$ cat config.mk
export PLATFORM = sky130hd
export DESIGN_NAME = ocpwm_channel
export DESIGN_NICKNAME = d
export VERILOG_FILES = /design/src/ocpwm_pkg.sv /design/src/ocpwm_channel.sv
export SDC_FILE = /design/constraint.sdc
export NUM_CORES = 1
export LEC_CHECK = 0
export ABC_AREA = 1
export BUFFER_PORTS_ARGS = -buffer_cell sky130_fd_sc_hd__buf_2
export CAP_MARGIN = 0
export CORE_MARGIN = 5
export CORE_UTILIZATION = 55
export DETAILED_ROUTE_END_ITERATION = 6
export GPL_ROUTABILITY_DRIVEN = 0
export MAX_ROUTING_LAYER = met4
export PLACE_DENSITY = 0.94
export SKIP_CTS_REPAIR_TIMING = 1
export SLEW_MARGIN = 20
export SYNTH_ARGS = -nofsm -noshare
export SYNTH_HDL_FRONTEND = slang
export SYNTH_SLANG_ARGS = --single-unit
$ cat constraint.sdc
create_clock -name CLK_SYS_IN -period 3 [get_ports CLK_SYS_IN]
set_clock_uncertainty 0.2 [all_clocks]
set_input_delay 0.45 -clock CLK_SYS_IN [delete_from_list [all_inputs] [get_ports CLK_SYS_IN]]
set_output_delay 0.45 -clock CLK_SYS_IN [all_outputs]
set_load 0.02 [all_outputs]
$ cat src/ocpwm_pkg.sv
/*
 * Constants and state types for the output compare / PWM channel.
 * Assumes a 16-bit up-counting timer outside the block.
 */
package ocpwm_pkg;

    localparam int          CNT_W           = 16;

    // Compare mode field codes
    localparam logic [2:0]  MODE_OFF        = 3'h0;
    localparam logic [2:0]  MODE_FORCE_LOW  = 3'h1;
    localparam logic [2:0]  MODE_FORCE_HIGH = 3'h2;
    localparam logic [2:0]  MODE_TOGGLE     = 3'h3;
    localparam logic [2:0]  MODE_SINGLE     = 3'h4;
    localparam logic [2:0]  MODE_CONTINUOUS = 3'h5;
    localparam logic [2:0]  MODE_PWM        = 3'h6;
    localparam logic [2:0]  MODE_PWM_FAULT  = 3'h7;

    localparam logic [2:0]  MODE_RESET      = MODE_OFF;
    localparam logic [15:0] CMP_RESET       = 16'h0000;
    localparam logic [15:0] DUTY_ZERO       = 16'h0000;
    localparam logic        TIMER_SEL_A     = 1'b0;

    typedef enum logic [2:0] {
        OCPWM_PH_IDLE       = 3'b001,
        OCPWM_PH_WAIT_START = 3'b010,
        OCPWM_PH_WAIT_STOP  = 3'b100
    } ocpwm_phase_e;

    typedef struct packed {
        logic [2:0]       mode;
        logic [CNT_W-1:0] main_cmp;
        logic [CNT_W-1:0] sec_cmp;
        logic [CNT_W-1:0] prev_count;
        logic             count_valid;
        ocpwm_phase_e     phase;
        logic             pin;
        logic             oe;
        logic             fault;
        logic             irq;
        logic             irq_a;
        logic             irq_b;
    } ocpwm_state_s;

endpackage

$ cat src/ocpwm_channel.sv
/*
 * One output compare channel: simple match, single/continuous pulse and
 * buffered PWM with optional fault shutdown.
 * Assumes the two timers, their periods and enables live outside; a
 * timer tick pulse marks the cycle in which that timer will increment.
 */
`timescale 1ns/1ps
module ocpwm_channel (
    input  wire logic        CLK_SYS_IN,
    input  wire logic        RESET_N_IN,
    input  wire logic [15:0] TIMER_A_COUNT_IN,
    input  wire logic [15:0] TIMER_B_COUNT_IN,
    input  wire logic [15:0] TIMER_A_PERIOD_IN,
    input  wire logic [15:0] TIMER_B_PERIOD_IN,
    input  wire logic        TIMER_A_TICK_IN,
    input  wire logic        TIMER_B_TICK_IN,
    input  wire logic        TIMER_A_ON_IN,
    input  wire logic        TIMER_B_ON_IN,
    input  wire logic        TIMER_A_IDLE_STOP_IN,
    input  wire logic        TIMER_B_IDLE_STOP_IN,
    input  wire logic        TIMER_SOURCE_SELECT_IN,
    input  wire logic        STOP_IN_IDLE_SELECT_IN,
    input  wire logic        CPU_IDLE_IN,
    input  wire logic        CPU_SLEEP_IN,
    input  wire logic [2:0]  COMPARE_MODE_IN,
    input  wire logic        MODE_WRITE_IN,
    input  wire logic [15:0] MAIN_COMPARE_IN,
    input  wire logic        MAIN_COMPARE_WRITE_IN,
    input  wire logic [15:0] SECONDARY_COMPARE_IN,
    input  wire logic        SECONDARY_COMPARE_WRITE_IN,
    input  wire logic        FAULT_INPUT_N_IN,
    input  wire logic        COMPARE_IRQ_CLEAR_IN,
    output logic             COMPARE_OUTPUT_PIN_OUT,
    output logic             COMPARE_OUTPUT_PIN_OE_OUT,
    output logic             FAULT_STATUS_FLAG_OUT,
    output logic             COMPARE_IRQ_FLAG_OUT,
    output logic             FIRST_TIMER_IRQ_SET_OUT,
    output logic             SECOND_TIMER_IRQ_SET_OUT,
    output logic [15:0]      MAIN_COMPARE_OUT,
    output logic [2:0]       MODE_OUT
);

    ocpwm_pkg::ocpwm_state_s st;
    ocpwm_pkg::ocpwm_state_s next_st;

    logic        sel_b;
    logic [15:0] sel_count;
    logic [15:0] sel_period;
    logic        sel_tick;
    logic        sel_on;
    logic        sel_idle_stop;
    logic        run;
    logic        new_count;
    logic        main_match;
    logic        sec_match;
    logic        period_evt;
    logic        is_pwm;
    logic        wr_pwm;

    // Timer A unless source select is set
    assign sel_b         = (TIMER_SOURCE_SELECT_IN != ocpwm_pkg::TIMER_SEL_A);
    assign sel_count     = sel_b ? TIMER_B_COUNT_IN : TIMER_A_COUNT_IN;
    assign sel_period    = sel_b ? TIMER_B_PERIOD_IN : TIMER_A_PERIOD_IN;
    assign sel_tick      = sel_b ? TIMER_B_TICK_IN : TIMER_A_TICK_IN;
    assign sel_on        = sel_b ? TIMER_B_ON_IN : TIMER_A_ON_IN;
    assign sel_idle_stop = sel_b ? TIMER_B_IDLE_STOP_IN
                                 : TIMER_A_IDLE_STOP_IN;

    // Sleep freezes matches and period events, the pin then simply holds its flop value
    assign run = !CPU_SLEEP_IN &&
                 (!CPU_IDLE_IN ||
                  (!STOP_IN_IDLE_SELECT_IN && sel_on &&
                   !sel_idle_stop));

    // A match fires once, when the count arrives at the value
    assign new_count  = !st.count_valid || (sel_count != st.prev_count);
    assign main_match = run && new_count && (sel_count == st.main_cmp);
    assign sec_match  = run && new_count && (sel_count == st.sec_cmp);
    assign period_evt = run && sel_tick && (sel_count == sel_period);
    assign is_pwm     = (st.mode == ocpwm_pkg::MODE_PWM) ||
                        (st.mode == ocpwm_pkg::MODE_PWM_FAULT);
    assign wr_pwm     = MODE_WRITE_IN &&
                        ((COMPARE_MODE_IN == ocpwm_pkg::MODE_PWM) ||
                         (COMPARE_MODE_IN == ocpwm_pkg::MODE_PWM_FAULT));

    always_comb begin
        next_st       = st;
        next_st.irq_a = 1'b0;
        next_st.irq_b = 1'b0;
        if (run) begin
            next_st.prev_count  = sel_count;
            next_st.count_valid = 1'b1;
        end
        // Main value is the duty latch in PWM, so writes are dropped
        if (MAIN_COMPARE_WRITE_IN && !is_pwm) begin
            next_st.main_cmp = MAIN_COMPARE_IN;
        end
        if (SECONDARY_COMPARE_WRITE_IN) begin
            next_st.sec_cmp = SECONDARY_COMPARE_IN;
        end
        if (COMPARE_IRQ_CLEAR_IN) begin
            next_st.irq = 1'b0;
        end
        unique case (st.mode)
            ocpwm_pkg::MODE_FORCE_LOW: begin
                if (main_match) begin
                    next_st.pin = 1'b0;
                    next_st.irq = 1'b1;
                end
            end
            ocpwm_pkg::MODE_FORCE_HIGH: begin
                if (main_match) begin
                    next_st.pin = 1'b1;
                    next_st.irq = 1'b1;
                end
            end
            ocpwm_pkg::MODE_TOGGLE: begin
                if (main_match) begin
                    next_st.pin = !st.pin;
                    next_st.irq = 1'b1;
                end
            end
            ocpwm_pkg::MODE_SINGLE,
            ocpwm_pkg::MODE_CONTINUOUS: begin
                unique case (st.phase)
                    ocpwm_pkg::OCPWM_PH_IDLE: begin
                        next_st.phase = ocpwm_pkg::OCPWM_PH_IDLE;
                    end
                    ocpwm_pkg::OCPWM_PH_WAIT_START: begin
                        if (main_match) begin
                            next_st.pin   = 1'b1;
                            next_st.irq   = 1'b1;
                            next_st.phase = ocpwm_pkg::OCPWM_PH_WAIT_STOP;
                        end
                    end
                    ocpwm_pkg::OCPWM_PH_WAIT_STOP: begin
                        if (sec_match) begin
                            next_st.pin = 1'b0;
                            next_st.irq = 1'b1;
                            // Single pulse parks until mode is rewritten
                            next_st.phase =
                                (st.mode == ocpwm_pkg::MODE_SINGLE)
                                ? ocpwm_pkg::OCPWM_PH_IDLE
                                : ocpwm_pkg::OCPWM_PH_WAIT_START;
                        end
                    end
                    default: begin
                        next_st.phase = ocpwm_pkg::OCPWM_PH_IDLE;
                    end
                endcase
            end
            ocpwm_pkg::MODE_PWM,
            ocpwm_pkg::MODE_PWM_FAULT: begin
                // Duty match clears first; a boundary in the same cycle
                // starts the next period and so takes over
                if (main_match) begin
                    next_st.pin = 1'b0;
                end
                if (period_evt) begin
                    next_st.main_cmp = st.sec_cmp;
                    // Duty above period never matches, so the pin stays set
                    next_st.pin = (st.sec_cmp != ocpwm_pkg::DUTY_ZERO);
                    next_st.irq_a = !sel_b;
                    next_st.irq_b = sel_b;
                end
                if ((st.mode == ocpwm_pkg::MODE_PWM_FAULT) &&
                    !FAULT_INPUT_N_IN) begin
                    next_st.fault = 1'b1;
                end
            end
            ocpwm_pkg::MODE_OFF: begin
                next_st.pin = st.pin;
            end
        endcase
        if (MODE_WRITE_IN) begin
            next_st.mode  = COMPARE_MODE_IN;
            next_st.phase = ocpwm_pkg::OCPWM_PH_IDLE;
            if ((COMPARE_MODE_IN == ocpwm_pkg::MODE_SINGLE) ||
                (COMPARE_MODE_IN == ocpwm_pkg::MODE_CONTINUOUS)) begin
                next_st.phase = ocpwm_pkg::OCPWM_PH_WAIT_START;
                next_st.pin   = 1'b0;
            end
            if (wr_pwm || (COMPARE_MODE_IN == ocpwm_pkg::MODE_OFF)) begin
                next_st.pin = 1'b0;
            end
            // Rearm only with the fault gone; a fresh fault still wins
            if (wr_pwm && FAULT_INPUT_N_IN) begin
                next_st.fault = 1'b0;
            end
        end
        // Pin released while shut down or with the channel off
        next_st.oe = !next_st.fault &&
                     (next_st.mode != ocpwm_pkg::MODE_OFF);
    end

    always_ff @(posedge CLK_SYS_IN or negedge RESET_N_IN) begin
        if (!RESET_N_IN) begin
            st.mode        <= ocpwm_pkg::MODE_RESET;
            st.main_cmp    <= ocpwm_pkg::CMP_RESET;
            st.sec_cmp     <= ocpwm_pkg::CMP_RESET;
            st.prev_count  <= ocpwm_pkg::CMP_RESET;
            st.count_valid <= 1'b0;
            st.phase       <= ocpwm_pkg::OCPWM_PH_IDLE;
            st.pin         <= 1'b0;
            st.oe          <= 1'b0;
            st.fault       <= 1'b0;
            st.irq         <= 1'b0;
            st.irq_a       <= 1'b0;
            st.irq_b       <= 1'b0;
        end else begin
            st <= next_st;
        end
    end

    assign COMPARE_OUTPUT_PIN_OUT    = st.pin;
    assign COMPARE_OUTPUT_PIN_OE_OUT = st.oe;
    assign FAULT_STATUS_FLAG_OUT     = st.fault;
    assign COMPARE_IRQ_FLAG_OUT      = st.irq;
    assign FIRST_TIMER_IRQ_SET_OUT   = st.irq_a;
    assign SECOND_TIMER_IRQ_SET_OUT  = st.irq_b;
    assign MAIN_COMPARE_OUT          = st.main_cmp;
    assign MODE_OUT                  = st.mode;
endmodule // ocpwm_channel

==> flow_metrics.tcl <==
set metrics [dict create \
    syn_inst 695 \
    min_period_ps 2737 \
    cts_buffers 9 \
    grt_max_degree 35 \
    synth_edf_count 0 \
    insertion_delay_ps 350 \
    initial_core_util_pct 55.41 \
    final_util_pct 66.17 \
    vias_per_cell 5.281 \
    fin_crit_sh_pct 91.23 \
    finalSetupViolations 0 \
    synthFlopType "dfrtp_1" \
    setup_ws_ps 263.1 \
    drc_errors 0 \
    yosys-top-cells-count "262 x nand2_1, 78 x inv_1, 60 x dfrtp_1" \
    wl_per_cell_um 14.29 \
    syn2layout_area_growth_pct 19.42 \
    p_per_area_mw_per_mm2 472.3 \
    groute.usage.overall_pct 26.80 \
    drv_cap 0 \
    drt_iter0_drc 479 \
    chipWidth_um 100.3 \
    dp_slack_ps -7.943 \
    critPathTopFamily "simple AND/OR/NAND/NOR gates" \
    crit_type "in -> reg" \
    seq_area_frac_synth_pct 34.07 \
    crit_path_frequent_cell "nand2_1" \
    start_kind "input pin" \
    ys_ff_latch 61 \
    p_total_mw 2.529 \
    syn_nets 813 \
    die_y_um 100.3 \
    critPathMaxFanout 30 \
    timing_hold_violations_final 30 \
    arrival_ps 2760 \
    synth.area.top_cells "dfrtp_1 33%, nand2_1 22%, inv_1 6.5%, nand3_1 5.7%, o21ai_0 5.6%" \
    reg2reg_from "MAIN_COMPARE_OUT[7]$_DFF_PN0_" \
    ant_nets 0 \
    cts_tree "done" \
    synth_area_mm2 0.004484 \
    vias 4880 \
    core_area_mm2 0.008093 \
    ys_warn_count 0 \
    final_nets 932 \
    clk_pin_slew_worst_paths_ps 70 \
    io_buffer_count 140 \
    htree_num_levels 3 \
    async_flop_share_pct 100.0 \
    antennaDiodeCount 0 \
    firstDrtPassIters 6 \
    overflow 0 \
    whs_ps -60.12 \
    rsz0062_at_grt "false" \
    rows 33 \
    slew_headroom_pct 53.50 \
    cp.required_ps 3030 \
    cp_slowest_cell "buf_4" \
    crit_start "TIMER_SOURCE_SELECT_IN" \
    cp_num_buf_inv 3 \
    crit_chain "buf_2, buf_4, nand2_1, nand2_2, xnor2_1, nand2_1, nor3_1, nand2_1, nor2_1, nand2_1, ha_1, o21ai_0, o211ai_1, nand2_1, nand2_1, inv_1, a21oi_1" \
    yosysTopAreaCellShare_pct 33.48 \
    avgSynthCellArea_um2 6.452 \
    max_freq_mhz 365.4 \
    synth_top_area_cell "dfrtp_1" \
    grt_pass1_wl_um 20850 \
    leakage_nw 3.019 \
    fill_cells 719 \
    boundaryPins 141 \
    clkSinkCount 61 \
    grt_pass1_vias 4499 \
    drt-total-wl_um 13200 \
    hold_class "in -> async" \
    yosysUniqueCellTypes 33 \
    outcome "complete, but fails checks" \
    worst_setup_path_end_kind "register" \
    yosysMostFrequentCell "nand2_1" \
    dpl.hpwl_um 10460 \
    ctsRootBufferMaster "clkbuf_8" \
    peakVddDrop_mv 0.2742 \
    layout-drive-gt1-share_pct 23.57 \
    tightest_slew_ps 697.6 \
    design.die.area_mm2 0.01006 \
    antenna_found_initial 0 \
    slowest_delay_ps 300 \
    ctsLongestPathBuffers 2 \
    violations "hold timing" \
    final-max-slew-violation-count 0 \
]
## sequential cells by signal (all words and copies together), names as in the netlist
register and count:
COMPARE_OUTPUT_PIN_OUT 1, st 36, COMPARE_IRQ_FLAG_OUT 1, FIRST_TIMER_IRQ_SET_OUT 1, FAULT_STATUS_FLAG_OUT 1, MODE_OUT 3
MAIN_COMPARE_OUT 16, SECOND_TIMER_IRQ_SET_OUT 1, COMPARE_OUTPUT_PIN_OE_OUT 1
## worst paths after layout
| path | endpoint | slack [ps] | cells after the start |
|---|---|---|---|
| min in group CLK_SYS_IN | FAULT_STATUS_FLAG_OUT$_DFF_PN0_ | 110 | 2 |
| setup reg to reg | COMPARE_OUTPUT_PIN_OUT$_DFF_PN0_ | 640 | 13 |
| hold / removal | MAIN_COMPARE_OUT[11]$_DFF_PN0_ | -60 | 1 |
| max in group asynchronous | st[6]$_DFFE_PN1P_ | 1950 | 2 |
| setup / recovery | COMPARE_OUTPUT_PIN_OUT$_DFF_PN0_ | 260 | 17 |
| hold reg to reg | st[9]$_DFFE_PN0P_ | 270 | 2 |
## routing by layer
layer | track usage [%] | wire, um | part of all wire (%) | up-vias
met5 | - | 0 | 0 | -
met4 | 10.88 | 460 | 3.5 | 0
met3 | 4.031 | 1337 | 10 | 43
met2 | 40.98 | 6008 | 46 | 263
met1 | 35.78 | 5395 | 41 | 2168
li1 | - | - | - | 2406
## power by group
part | total, mW | leakage [nW] | internal, mW | switching (mW)
combinational | 0.699 | 2.16 | 0.272 | 0.426
sequential | 1.01 | 0.748 | 0.917 | 0.0916
clock | 0.822 | 0.112 | 0.488 | 0.334
total | 2.53 | 3.02 | 1.68 | 0.852
## metrics by stage
step,hold slack [ps],setup TNS (ps),cells,cell area (um2)
5_1_grt,9.788,0,924,5355
2_1_floorplan,-45.59,0,695,4484
3_5_place_dp,251.6,-7.943,908,5131
6_report,-60.12,0,924,5355
4_1_cts,-43.42,0,924,5355
3_3_place_gp,233.3,0,908,5131
## kinds of logic (layout without fill, tap and decap cells)
group | after synthesis | after routing | synth area share (%)
flops | 61 | 61 | 34.07
fa+ha+maj | 2 | 2 | 0.5579
xor+xnor | 22 | 22 | 4.297
compound gates | 83 | 83 | 10.07
simple gates | 404 | 404 | 37.58
buf+inv | 123 | 247 | 13.42
## final cells by class
type | instances | area, um2 | area share, %
multi-input cells | 511 | 2355 | 43.97
flip-flops and latches | 61 | 1528 | 28.53
repair buffers | 150 | 813.3 | 15.19
inverters | 81 | 304.0 | 5.678
clock buffers | 10 | 137.6 | 2.570
well taps | 105 | 131.4 | 2.453
clock inverters | 6 | 86.33 | 1.612
## layout by cell type (no fill, tap or decap), types with 2 or more instances in the layout
| cell type | Yosys | layout |
|---|---|---|
| or2_2 | 5 | 5 |
| buf_4 | 20 | 7 |
| nor2_1 | 53 | 53 |
| nand2_1 | 262 | 262 |
| buf_2 | 4 | 140 |
| clkinv_2 | 0 | 2 |
| ha_1 | 2 | 2 |
| dfrtp_1 | 60 | 60 |
| inv_1 | 78 | 78 |
| nand2_4 | 3 | 3 |
| nand4_1 | 6 | 6 |
| bufinv_16 | 0 | 2 |
| a21oi_1 | 6 | 6 |
| buf_12 | 0 | 3 |
| o22ai_1 | 2 | 2 |
| inv_2 | 3 | 3 |
| nand3_1 | 51 | 51 |
| xor2_1 | 9 | 9 |
| o21ai_1 | 4 | 4 |
| clkbuf_8 | 0 | 10 |
| a31oi_1 | 17 | 17 |
| nand2_2 | 13 | 13 |
| o21ai_0 | 50 | 50 |
| nor3_1 | 7 | 7 |
| xnor2_1 | 13 | 13 |
No activity file was read; power rests on OpenSTA's default activity.
